<file path="config.mk">
export PLATFORM = sky130hd
export DESIGN_NAME = psp_top
export DESIGN_NICKNAME = d
export VERILOG_FILES = /design/src/hw/psp_pkg.sv /design/src/hw/psp_top.sv
export VERILOG_INCLUDE_DIRS = /design/src /design/src/hw
export SDC_FILE = /design/constraint.sdc
export NUM_CORES = 1
export LEC_CHECK = 0
export BUFFER_PORTS_ARGS = -buffer_cell sky130_fd_sc_hd__buf_2
export CAP_MARGIN = 20
export CORE_UTILIZATION = 30
export DETAILED_ROUTE_END_ITERATION = 8
export SLEW_MARGIN = 20
export SYNTH_ARGS = -nofsm -noshare
export SYNTH_HDL_FRONTEND = slang
export SYNTH_SLANG_ARGS = --single-unit
</file>
<file path="constraint.sdc">
create_clock -name hclk -period 1.8 [get_ports hclk]
set_clock_uncertainty 0.05 [all_clocks]
set_input_delay 0.27 -clock hclk [delete_from_list [all_inputs] [get_ports hclk]]
set_output_delay 0.27 -clock hclk [all_outputs]
set_load 0.01 [all_outputs]
</file>
<file path="src/hw/psp_defines.svh">
`ifndef PSP_DEFINES_SVH
`define PSP_DEFINES_SVH

// register byte offsets on the bus
`define PSP_OFS_PD_PINS 8'h00
`define PSP_OFS_PD_LATCH 8'h04
`define PSP_OFS_PD_DIR 8'h08
`define PSP_OFS_PE_PINS 8'h0C
`define PSP_OFS_PE_LATCH 8'h10
`define PSP_OFS_PE_DIR 8'h14
`define PSP_OFS_FLAGS1 8'h18
`define PSP_OFS_ENABLES1 8'h1C
`define PSP_OFS_PRIO1 8'h20
`define PSP_OFS_ANALOG_SELECT_LOW 8'h24
`define PSP_OFS_PWM_MODE 8'h28

// field positions
`define PSP_DIR_IBF_BIT 7
`define PSP_DIR_OBF_BIT 6
`define PSP_DIR_INPUT_OVERFLOW_FLAG_BIT 5
`define PSP_DIR_EN_BIT 4
`define PSP_DIR_CTL_MSB 2
`define PSP_ANALOG_SELECT_LOW_STB_MSB 7
`define PSP_ANALOG_SELECT_LOW_STB_LSB 5
`define PSP_IRQ_BIT 7
`define PSP_PWM_MULTI_BIT 0
`define PSP_PE_RD_BIT 0
`define PSP_PE_WR_BIT 1
`define PSP_PE_CS_BIT 2

// reset values
`define PSP_RST_BYTE 8'h00
`define PSP_RST_DIR_D 8'hFF
`define PSP_RST_DIR_E 3'h7
`define PSP_RST_LAT_E 3'h0
`define PSP_RST_ANALOG_SELECT_LOW 8'hFF
`define PSP_ALL_IN_D 8'hFF
`define PSP_ALL_IN_E 3'h7
`define PSP_ALL_DRIVE_D 8'h00
`define PSP_PAD_24 24'h000000
`define PSP_PAD_5 5'h00
`define PSP_RST_WORD 32'h00000000

`endif

</file>
<file path="src/hw/psp_pkg.sv">
package psp_pkg;

    // one flat copy of every flip-flop in the port
    typedef struct packed {
        logic [7:0] lat_d;
        logic [7:0] dir_d;
        logic [2:0] lat_e;
        logic [2:0] dir_e;
        logic en;
        logic input_buffer_full_flag;
        logic output_buffer_full_flag;
        logic input_overflow_flag;
        logic [7:0] analog_select_low;
        logic irq_flag;
        logic irq_en;
        logic irq_prio;
        logic pwm_multi;
        logic [7:0] in_byte;
        logic [7:0] hold;
        logic wr_busy;
        logic rd_busy;
        logic wp_valid;
        logic [7:0] wp_addr;
        logic [7:0] pd_out;
        logic [7:0] pd_oe_n;
        logic [2:0] pe_out;
        logic [2:0] pe_oe_n;
        logic irq;
        logic [31:0] hrdata;
        logic hreadyout;
    } psp_state_s;

endpackage

</file>
<file path="src/hw/psp_top.sv">
// The AHB-Lite interface to the registers and the register addresses were chosen for this implementation.
`timescale 1ns/1ps
`include "psp_defines.svh"

module psp_top (
    // clock and reset
    input wire logic hclk,
    input wire logic hresetn,
    // ahb-lite slave
    input wire logic hsel,
    input wire logic [31:0] haddr,
    input wire logic [1:0] htrans,
    input wire logic hwrite,
    input wire logic [2:0] hsize,
    input wire logic [31:0] hwdata,
    input wire logic hready,
    output logic hreadyout,
    output logic hresp,
    output logic [31:0] hrdata,
    // port d pins
    input wire logic [7:0] pd_in,
    output logic [7:0] pd_out,
    output logic [7:0] pd_oe_n,
    // port e pins 2..0
    input wire logic [2:0] pe_in,
    output logic [2:0] pe_out,
    output logic [2:0] pe_oe_n,
    // interrupt
    output logic irq
);

    ////////////////////////////////////////////////////////////////////////////
    // state and decode helpers

    psp_pkg::psp_state_s st_q;
    psp_pkg::psp_state_s st_d;

    // address match, shared by read and write decode
    function automatic logic hit(input logic [7:0] a, input logic [7:0] ofs);
        hit = (a == ofs);
    endfunction

    logic psp_en;
    logic strobes_ok;
    logic cs_act;
    logic wr_act;
    logic rd_act;
    logic wr_end;
    logic rd_end;
    logic accept;
    logic [7:0] ra;
    logic [7:0] wa;
    logic [7:0] wb;
    logic sw_wr_pd;
    logic sw_rd_pd;

    ////////////////////////////////////////////////////////////////////////////
    // strobe detection; pins are taken as synchronous to hclk

    // the strobe pins are only honoured in a legal configuration
    always_comb begin
        psp_en = st_q.en & ~st_q.pwm_multi;
        strobes_ok = psp_en & (&st_q.dir_e)
            & ~(|st_q.analog_select_low[`PSP_ANALOG_SELECT_LOW_STB_MSB:`PSP_ANALOG_SELECT_LOW_STB_LSB]);
        cs_act = strobes_ok & ~pe_in[`PSP_PE_CS_BIT];
        wr_act = cs_act & ~pe_in[`PSP_PE_WR_BIT];
        rd_act = cs_act & ~pe_in[`PSP_PE_RD_BIT];
        wr_end = st_q.wr_busy & ~wr_act;
        rd_end = st_q.rd_busy & ~rd_act;
    end

    ////////////////////////////////////////////////////////////////////////////
    // bus decode

    // data phase of a write applies one cycle after its address phase
    always_comb begin
        accept = hsel & hready & htrans[1];
        ra = haddr[7:0];
        wa = st_q.wp_addr;
        wb = hwdata[7:0];
        sw_wr_pd = st_q.wp_valid & (hit(wa, `PSP_OFS_PD_PINS) | hit(wa, `PSP_OFS_PD_LATCH));
        sw_rd_pd = accept & ~hwrite & hit(ra, `PSP_OFS_PD_PINS);
    end

    ////////////////////////////////////////////////////////////////////////////
    // next state

    always_comb begin
        st_d = st_q;
        st_d.wp_valid = accept & hwrite;
        st_d.wp_addr = haddr[7:0];
        st_d.hreadyout = 1'b1;

        // read data is latched at the address phase so it stands in the data phase
        st_d.hrdata = `PSP_RST_WORD;
        if (accept && !hwrite) begin
            case (1'b1)
                hit(ra, `PSP_OFS_PD_PINS): st_d.hrdata[7:0] = psp_en ? st_q.in_byte : pd_in;
                hit(ra, `PSP_OFS_PD_LATCH): st_d.hrdata[7:0] = st_q.lat_d;
                hit(ra, `PSP_OFS_PD_DIR): st_d.hrdata[7:0] = st_q.dir_d;
                hit(ra, `PSP_OFS_PE_PINS): st_d.hrdata[7:0] = {`PSP_PAD_5, pe_in};
                hit(ra, `PSP_OFS_PE_LATCH): st_d.hrdata[7:0] = {`PSP_PAD_5, st_q.lat_e};
                hit(ra, `PSP_OFS_PE_DIR): begin
                    st_d.hrdata[7:0] = {st_q.input_buffer_full_flag, st_q.output_buffer_full_flag, st_q.input_overflow_flag, st_q.en, 1'b0, st_q.dir_e};
                end
                hit(ra, `PSP_OFS_FLAGS1): st_d.hrdata[`PSP_IRQ_BIT] = st_q.irq_flag;
                hit(ra, `PSP_OFS_ENABLES1): st_d.hrdata[`PSP_IRQ_BIT] = st_q.irq_en;
                hit(ra, `PSP_OFS_PRIO1): st_d.hrdata[`PSP_IRQ_BIT] = st_q.irq_prio;
                hit(ra, `PSP_OFS_ANALOG_SELECT_LOW): st_d.hrdata[7:0] = st_q.analog_select_low;
                hit(ra, `PSP_OFS_PWM_MODE): st_d.hrdata[`PSP_PWM_MULTI_BIT] = st_q.pwm_multi;
                default: st_d.hrdata = `PSP_RST_WORD; // unmapped reads zero, still OKAY
            endcase
        end

        // software register writes
        if (st_q.wp_valid) begin
            case (1'b1)
                sw_wr_pd: st_d.lat_d = wb;
                hit(wa, `PSP_OFS_PD_DIR): st_d.dir_d = wb;
                hit(wa, `PSP_OFS_PE_LATCH): st_d.lat_e = wb[`PSP_DIR_CTL_MSB:0];
                hit(wa, `PSP_OFS_PE_DIR): begin
                    st_d.en = wb[`PSP_DIR_EN_BIT];
                    st_d.dir_e = wb[`PSP_DIR_CTL_MSB:0];
                    // overflow is only cleared by writing zero; ones are ignored
                    if (!wb[`PSP_DIR_INPUT_OVERFLOW_FLAG_BIT]) begin
                        st_d.input_overflow_flag = 1'b0;
                    end
                end
                hit(wa, `PSP_OFS_FLAGS1): begin
                    if (wb[`PSP_IRQ_BIT]) begin
                        st_d.irq_flag = 1'b0;
                    end
                end
                hit(wa, `PSP_OFS_ENABLES1): st_d.irq_en = wb[`PSP_IRQ_BIT];
                hit(wa, `PSP_OFS_PRIO1): st_d.irq_prio = wb[`PSP_IRQ_BIT];
                hit(wa, `PSP_OFS_ANALOG_SELECT_LOW): st_d.analog_select_low = wb;
                hit(wa, `PSP_OFS_PWM_MODE): st_d.pwm_multi = wb[`PSP_PWM_MULTI_BIT];
                default: st_d.lat_d = st_q.lat_d;
            endcase
        end

        // software side of the buffer flags; hardware sets below win
        if (sw_rd_pd && psp_en) begin
            st_d.input_buffer_full_flag = 1'b0;
        end
        if (sw_wr_pd && psp_en && !st_q.rd_busy) begin
            st_d.output_buffer_full_flag = 1'b1;
        end

        // external write: byte is sampled every active cycle, the last one kept
        st_d.wr_busy = wr_act;
        if (wr_act) begin
            st_d.hold = pd_in;
        end
        if (wr_end) begin
            st_d.in_byte = st_q.hold;
            st_d.input_buffer_full_flag = 1'b1;
            st_d.irq_flag = 1'b1;
            if (st_q.input_buffer_full_flag) begin
                st_d.input_overflow_flag = 1'b1;
            end
        end

        // external read
        st_d.rd_busy = rd_act;
        if (rd_act && !st_q.rd_busy) begin
            st_d.output_buffer_full_flag = 1'b0;
        end
        if (rd_act && st_q.rd_busy && sw_wr_pd) begin
            st_d.output_buffer_full_flag = 1'b0;
        end
        if (rd_end) begin
            st_d.irq_flag = 1'b1;
        end

        // pins follow next state so new latch data is driven at once
        st_d.pd_out = st_d.lat_d;
        if (st_d.rd_busy) begin
            st_d.pd_oe_n = `PSP_ALL_DRIVE_D;
        end else if (psp_en) begin
            st_d.pd_oe_n = `PSP_ALL_IN_D;
        end else begin
            st_d.pd_oe_n = st_d.dir_d;
        end
        st_d.pe_out = st_d.lat_e;
        st_d.pe_oe_n = st_d.dir_e;
        st_d.irq = st_d.irq_flag & st_d.irq_en;
    end

    ////////////////////////////////////////////////////////////////////////////
    // registers

    // every field reset to a constant
    always_ff @(posedge hclk or negedge hresetn) begin
        if (!hresetn) begin
            st_q.lat_d <= `PSP_RST_BYTE;
            st_q.dir_d <= `PSP_RST_DIR_D;
            st_q.lat_e <= `PSP_RST_LAT_E;
            st_q.dir_e <= `PSP_RST_DIR_E;
            st_q.en <= 1'b0;
            st_q.input_buffer_full_flag <= 1'b0;
            st_q.output_buffer_full_flag <= 1'b0;
            st_q.input_overflow_flag <= 1'b0;
            st_q.analog_select_low <= `PSP_RST_ANALOG_SELECT_LOW;
            st_q.irq_flag <= 1'b0;
            st_q.irq_en <= 1'b0;
            st_q.irq_prio <= 1'b1;
            st_q.pwm_multi <= 1'b0;
            st_q.in_byte <= `PSP_RST_BYTE;
            st_q.hold <= `PSP_RST_BYTE;
            st_q.wr_busy <= 1'b0;
            st_q.rd_busy <= 1'b0;
            st_q.wp_valid <= 1'b0;
            st_q.wp_addr <= `PSP_RST_BYTE;
            st_q.pd_out <= `PSP_RST_BYTE;
            st_q.pd_oe_n <= `PSP_ALL_IN_D;
            st_q.pe_out <= `PSP_RST_LAT_E;
            st_q.pe_oe_n <= `PSP_ALL_IN_E;
            st_q.irq <= 1'b0;
            st_q.hrdata <= `PSP_RST_WORD;
            st_q.hreadyout <= 1'b1;
        end else begin
            st_q <= st_d;
        end
    end

    ////////////////////////////////////////////////////////////////////////////
    // outputs, all straight from flops except hresp, tied to zero

    assign hreadyout = st_q.hreadyout;
    assign hresp = 1'b0;
    assign hrdata = st_q.hrdata;
    assign pd_out = st_q.pd_out;
    assign pd_oe_n = st_q.pd_oe_n;
    assign pe_out = st_q.pe_out;
    assign pe_oe_n = st_q.pe_oe_n;
    assign irq = st_q.irq;

    ////////////////////////////////////////////////////////////////////////////
    // checks

    // blocked by multi-output pwm, no access may start
    AST_PWM_BLOCKS: assert property (@(posedge hclk) disable iff (!hresetn)
        st_q.pwm_multi |=> !st_q.rd_busy && !st_q.wr_busy)
        else $error("slave port active during multi-output pwm");

    AST_WR_HOLDS: assert property (@(posedge hclk) disable iff (!hresetn)
        (wr_act && st_q.wr_busy) |=> st_q.wr_busy && st_q.hold == $past(pd_in))
        else $error("write ended while strobes held low");

    AST_WR_END: assert property (@(posedge hclk) disable iff (!hresetn)
        wr_end |=> st_q.input_buffer_full_flag && st_q.irq_flag && st_q.in_byte == $past(st_q.hold))
        else $error("write end did not capture byte and set flags");

    AST_RD_START: assert property (@(posedge hclk) disable iff (!hresetn)
        (rd_act && !st_q.rd_busy) |=> !st_q.output_buffer_full_flag && st_q.pd_oe_n == `PSP_ALL_DRIVE_D
            && st_q.pd_out == st_q.lat_d)
        else $error("read start did not drive latch or clear output-full");

    AST_RD_NEWDATA: assert property (@(posedge hclk) disable iff (!hresetn)
        (rd_act && st_q.rd_busy && sw_wr_pd) |=> !st_q.output_buffer_full_flag && st_q.pd_out == $past(wb))
        else $error("write during read mishandled");

    AST_RD_END: assert property (@(posedge hclk) disable iff (!hresetn)
        (rd_end && !rd_act) |=> st_q.irq_flag && st_q.pd_oe_n != `PSP_ALL_DRIVE_D
            || st_q.irq_flag && !psp_en)
        else $error("read end did not release pins and flag");

    AST_CFG_GATE: assert property (@(posedge hclk) disable iff (!hresetn)
        !strobes_ok |=> !st_q.rd_busy && !st_q.wr_busy)
        else $error("strobes honoured in illegal configuration");

    AST_SW_READ: assert property (@(posedge hclk) disable iff (!hresetn)
        (sw_rd_pd && psp_en && !wr_end) |=> !st_q.input_buffer_full_flag)
        else $error("software read did not clear input-full");

    AST_OVERFLOW: assert property (@(posedge hclk) disable iff (!hresetn)
        (wr_end && st_q.input_buffer_full_flag) |=> st_q.input_overflow_flag ##1 st_q.input_overflow_flag || $past(st_q.wp_valid))
        else $error("overflow not raised or not sticky");

endmodule

</file>
==> impl_metrics.json <==
{
  "rsz0062_at_grt": "true",
  "grt_pass1_wl_mm": 17.04,
  "period_share_pct": 117.1,
  "io_buffers": 63,
  "reg2reg_depth": 5,
  "fin_crit_ns": 2.108,
  "hold_viol": 0,
  "grt_max_degree": 37,
  "avgRoutedWirePerCell_um": 17.47,
  "cts_tree": "built",
  "areaGrowthSynthToFinish_pct": 25.40,
  "hold_end": "wa[1]",
  "grt_overflow": 0,
  "startpoint_type": "register",
  "dr_wl_met3_um": 586,
  "gp_congestion": 0.8652,
  "min_path_type": "in2reg",
  "met2_wirelength_mm": 5.278,
  "diodes": 0,
  "layout_common_cells": "buf_2 (62), dfrtp_1 (54), buf_4 (46)",
  "ant_nets": 0,
  "grt_pass1_vias": 2969,
  "initialDrtViolationCount": 176,
  "power.density_nw_per_um2": 780.7,
  "violations": "setup timing",
  "ys_ff_latch": 82,
  "die_w_um": 120.2,
  "synth-seq-area-share_pct": 49.79,
  "setup_ws_ns": -0.3082,
  "via_per_inst": 4.758,
  "regToRegSetupSlack_ns": -0.31,
  "hold_ws_ns": 0.05201,
  "slew_viol_final": 0,
  "async_reset_ff_share_pct": 100.0,
  "ctsLongestPathBuffers": 2,
  "max_slew_margin_pct": 66.06,
  "drc_errors": 0,
  "initial_utilization_pct": 31.16,
  "drive_gt1_share_pct": 53.47,
  "chipHeight_um": 120.2,
  "max_freq_mhz": 474.3,
  "fillers": 1338,
  "final_common_cell": "buf_2",
  "wl_mm": 10.88,
  "hold_depth": 1,
  "setup-tns-final_ns": -7.210,
  "dp_hpwl_mm": 8.076,
  "yosys.cell_types.count": 55,
  "p_leak_nw": 2.408,
  "worstPathMaxFanout": 5,
  "fp.dieArea_um2": 14450,
  "total_power_w": 0.004104,
  "clock_sinks": 82,
  "rows": 42,
  "r2r_start": "wa[6]",
  "synthFlopType": "dfrtp_1",
  "clkTransAtPathRegs_ns": 0.06,
  "drt_first_pass_iters": 4,
  "cts_buffers": 9,
  "preCtsSetupSlack_ns": -0.2822,
  "top_layer_used": "met4",
  "clock_latency_ns": 0.34,
  "setup_viol": 42,
  "synth.avg_cell_area_um2": 11.64,
  "track_usage_pct": 15.93,
  "nets": 527,
  "ctsHtreeMaxLevel": 3,
  "cap_violations": 0,
  "vias": 2964,
  "worst_pin_slew_ns": 0.4963,
  "io_pins": 142,
  "cts_root_buf": "clkbuf_16",
  "worst_setup_path_end_kind": "register",
  "critical_path_arrival_ns": 2.32,
  "drt-met1-wl_mm": 4.887,
  "synth_edf_count": 0,
  "critPathRequiredTime_ns": 2.01,
  "synth_area_um2": 4192,
  "peakVddDrop_uv": 439.6,
  "holdCritStartpoint": "haddr[1]",
  "timing.rr.end": "pd_oe_n[1]",
  "ys_warn_count": 0,
  "syn_inst": 360,
  "status": "finished, violations left",
  "antenna_found_initial": 0,
  "core_um2": 13450,
  "critical_path_class": "reg2reg"
}
[state kept, by name, indices dropped and copies added (netlist names)]
register / count
pe_oe_n: 3
pd_out: 8
wa: 8
pd_oe_n: 8
hrdata: 8
st_q: 43
irq: 1
pe_out: 3
[area by class of cell]
cell class,count,area (um2),area share (%)
clock inverter,6,67.56,1.285
tap,176,220.2,4.189
sequential,82,2087,39.70
clock buffer,10,229.0,4.356
multi-input combinational,220,1841,35.02
inverter,14,52.55,0.9998
timing repair buffer,115,759.5,14.45
[where the power goes]
part           internal, W  switching (W)  total (W)
Sequential         0.00191      0.0000324    0.00194
Clock              0.00108       0.000729    0.00180
Combinational     0.000144       0.000217   0.000360
[worst max-delay path: stages, from the launching register on]
cell and delay, ns:
dfrtp_1 0.37, or4_4 0.55, or4_4 0.54, buf_12 0.17
mux2i_4 0.18, a21oi_2 0.17
[cells in the mapped netlist, drive strengths merged (3+ instances only)]
cell type / number / area (um2)
a31oi: 3 / 18.77
dfrtp: 54 / 1351
a2bb2oi: 3 / 26.28
a21oi: 11 / 55.05
a22o: 4 / 35.03
nor2b: 6 / 37.54
mux2: 45 / 506.7
or4: 5 / 45.04
a2111oi: 5 / 50.04
buf: 58 / 435.4
nor3: 8 / 50.05
inv: 14 / 52.55
o21ai: 3 / 15.01
a32o: 4 / 40.04
nor2: 9 / 33.78
nand2b: 10 / 62.56
mux2i: 14 / 140.1
nand2: 12 / 45.04
dfstp: 28 / 735.7
a211oi: 3 / 22.52
nand3: 8 / 40.04
nor4b: 3 / 38.79
clkbuf: 10 / 37.54
a22oi: 3 / 22.52
nor4: 6 / 50.04
[metrics by stage]
| stage | cells | cell area [um2] | utilization [%] |
|---|---|---|---|
| floorplan | 384 | 4302 | - |
| finish | 623 | 5256 | 39.07 |
| global placement | 601 | 4737 | 35.21 |
| global route | 623 | 5256 | 39.07 |
| detailed placement | 601 | 4737 | 35.21 |
| CTS | 620 | 5114 | 38.01 |
[worst max path at each step]
stage	start	endpoint	slack [ns]	cells after the start
CTS	wa[6]	pd_oe_n[6]	-0.24	5
finish	wa[6]	pd_oe_n[1]	-0.31	5
global placement	haddr[7]	hrdata[7]	-0.28	6
global route	wa[6]	pd_oe_n[1]	-0.34	5
floorplan	wa[6]	st_q[98]	-0.11	3
detailed placement	wa[6]	st_q[98]	-0.28	5
[kinds of logic after synthesis]
family	Yosys count	synth area share, %
compound gates	52	9.373
buf+inv	82	12.54
flops	82	49.79
mux	59	15.43
other cells	2	0.1792
simple gates	83	12.69
[metal layers]
layer / track usage [%] / vias up
li1: - / 1371
met1: 21.24 / 1475
met2: 25.93 / 106
met3: 3.774 / 12
met4: 3.984 / 0
met5: 0 / -
[repair_timing]
action | CTS | global route
cloned | 0 | 0
endpoints found under the setup margin | 36 | 39
gates resized for setup | 13 | 20
buffers inserted | 2 | 3
endpoints found under the hold margin | 18 | 0
pin swaps | 4 | 3
hold buffers | 1 | 0
No activity file was read; power rests on OpenSTA's default activity.
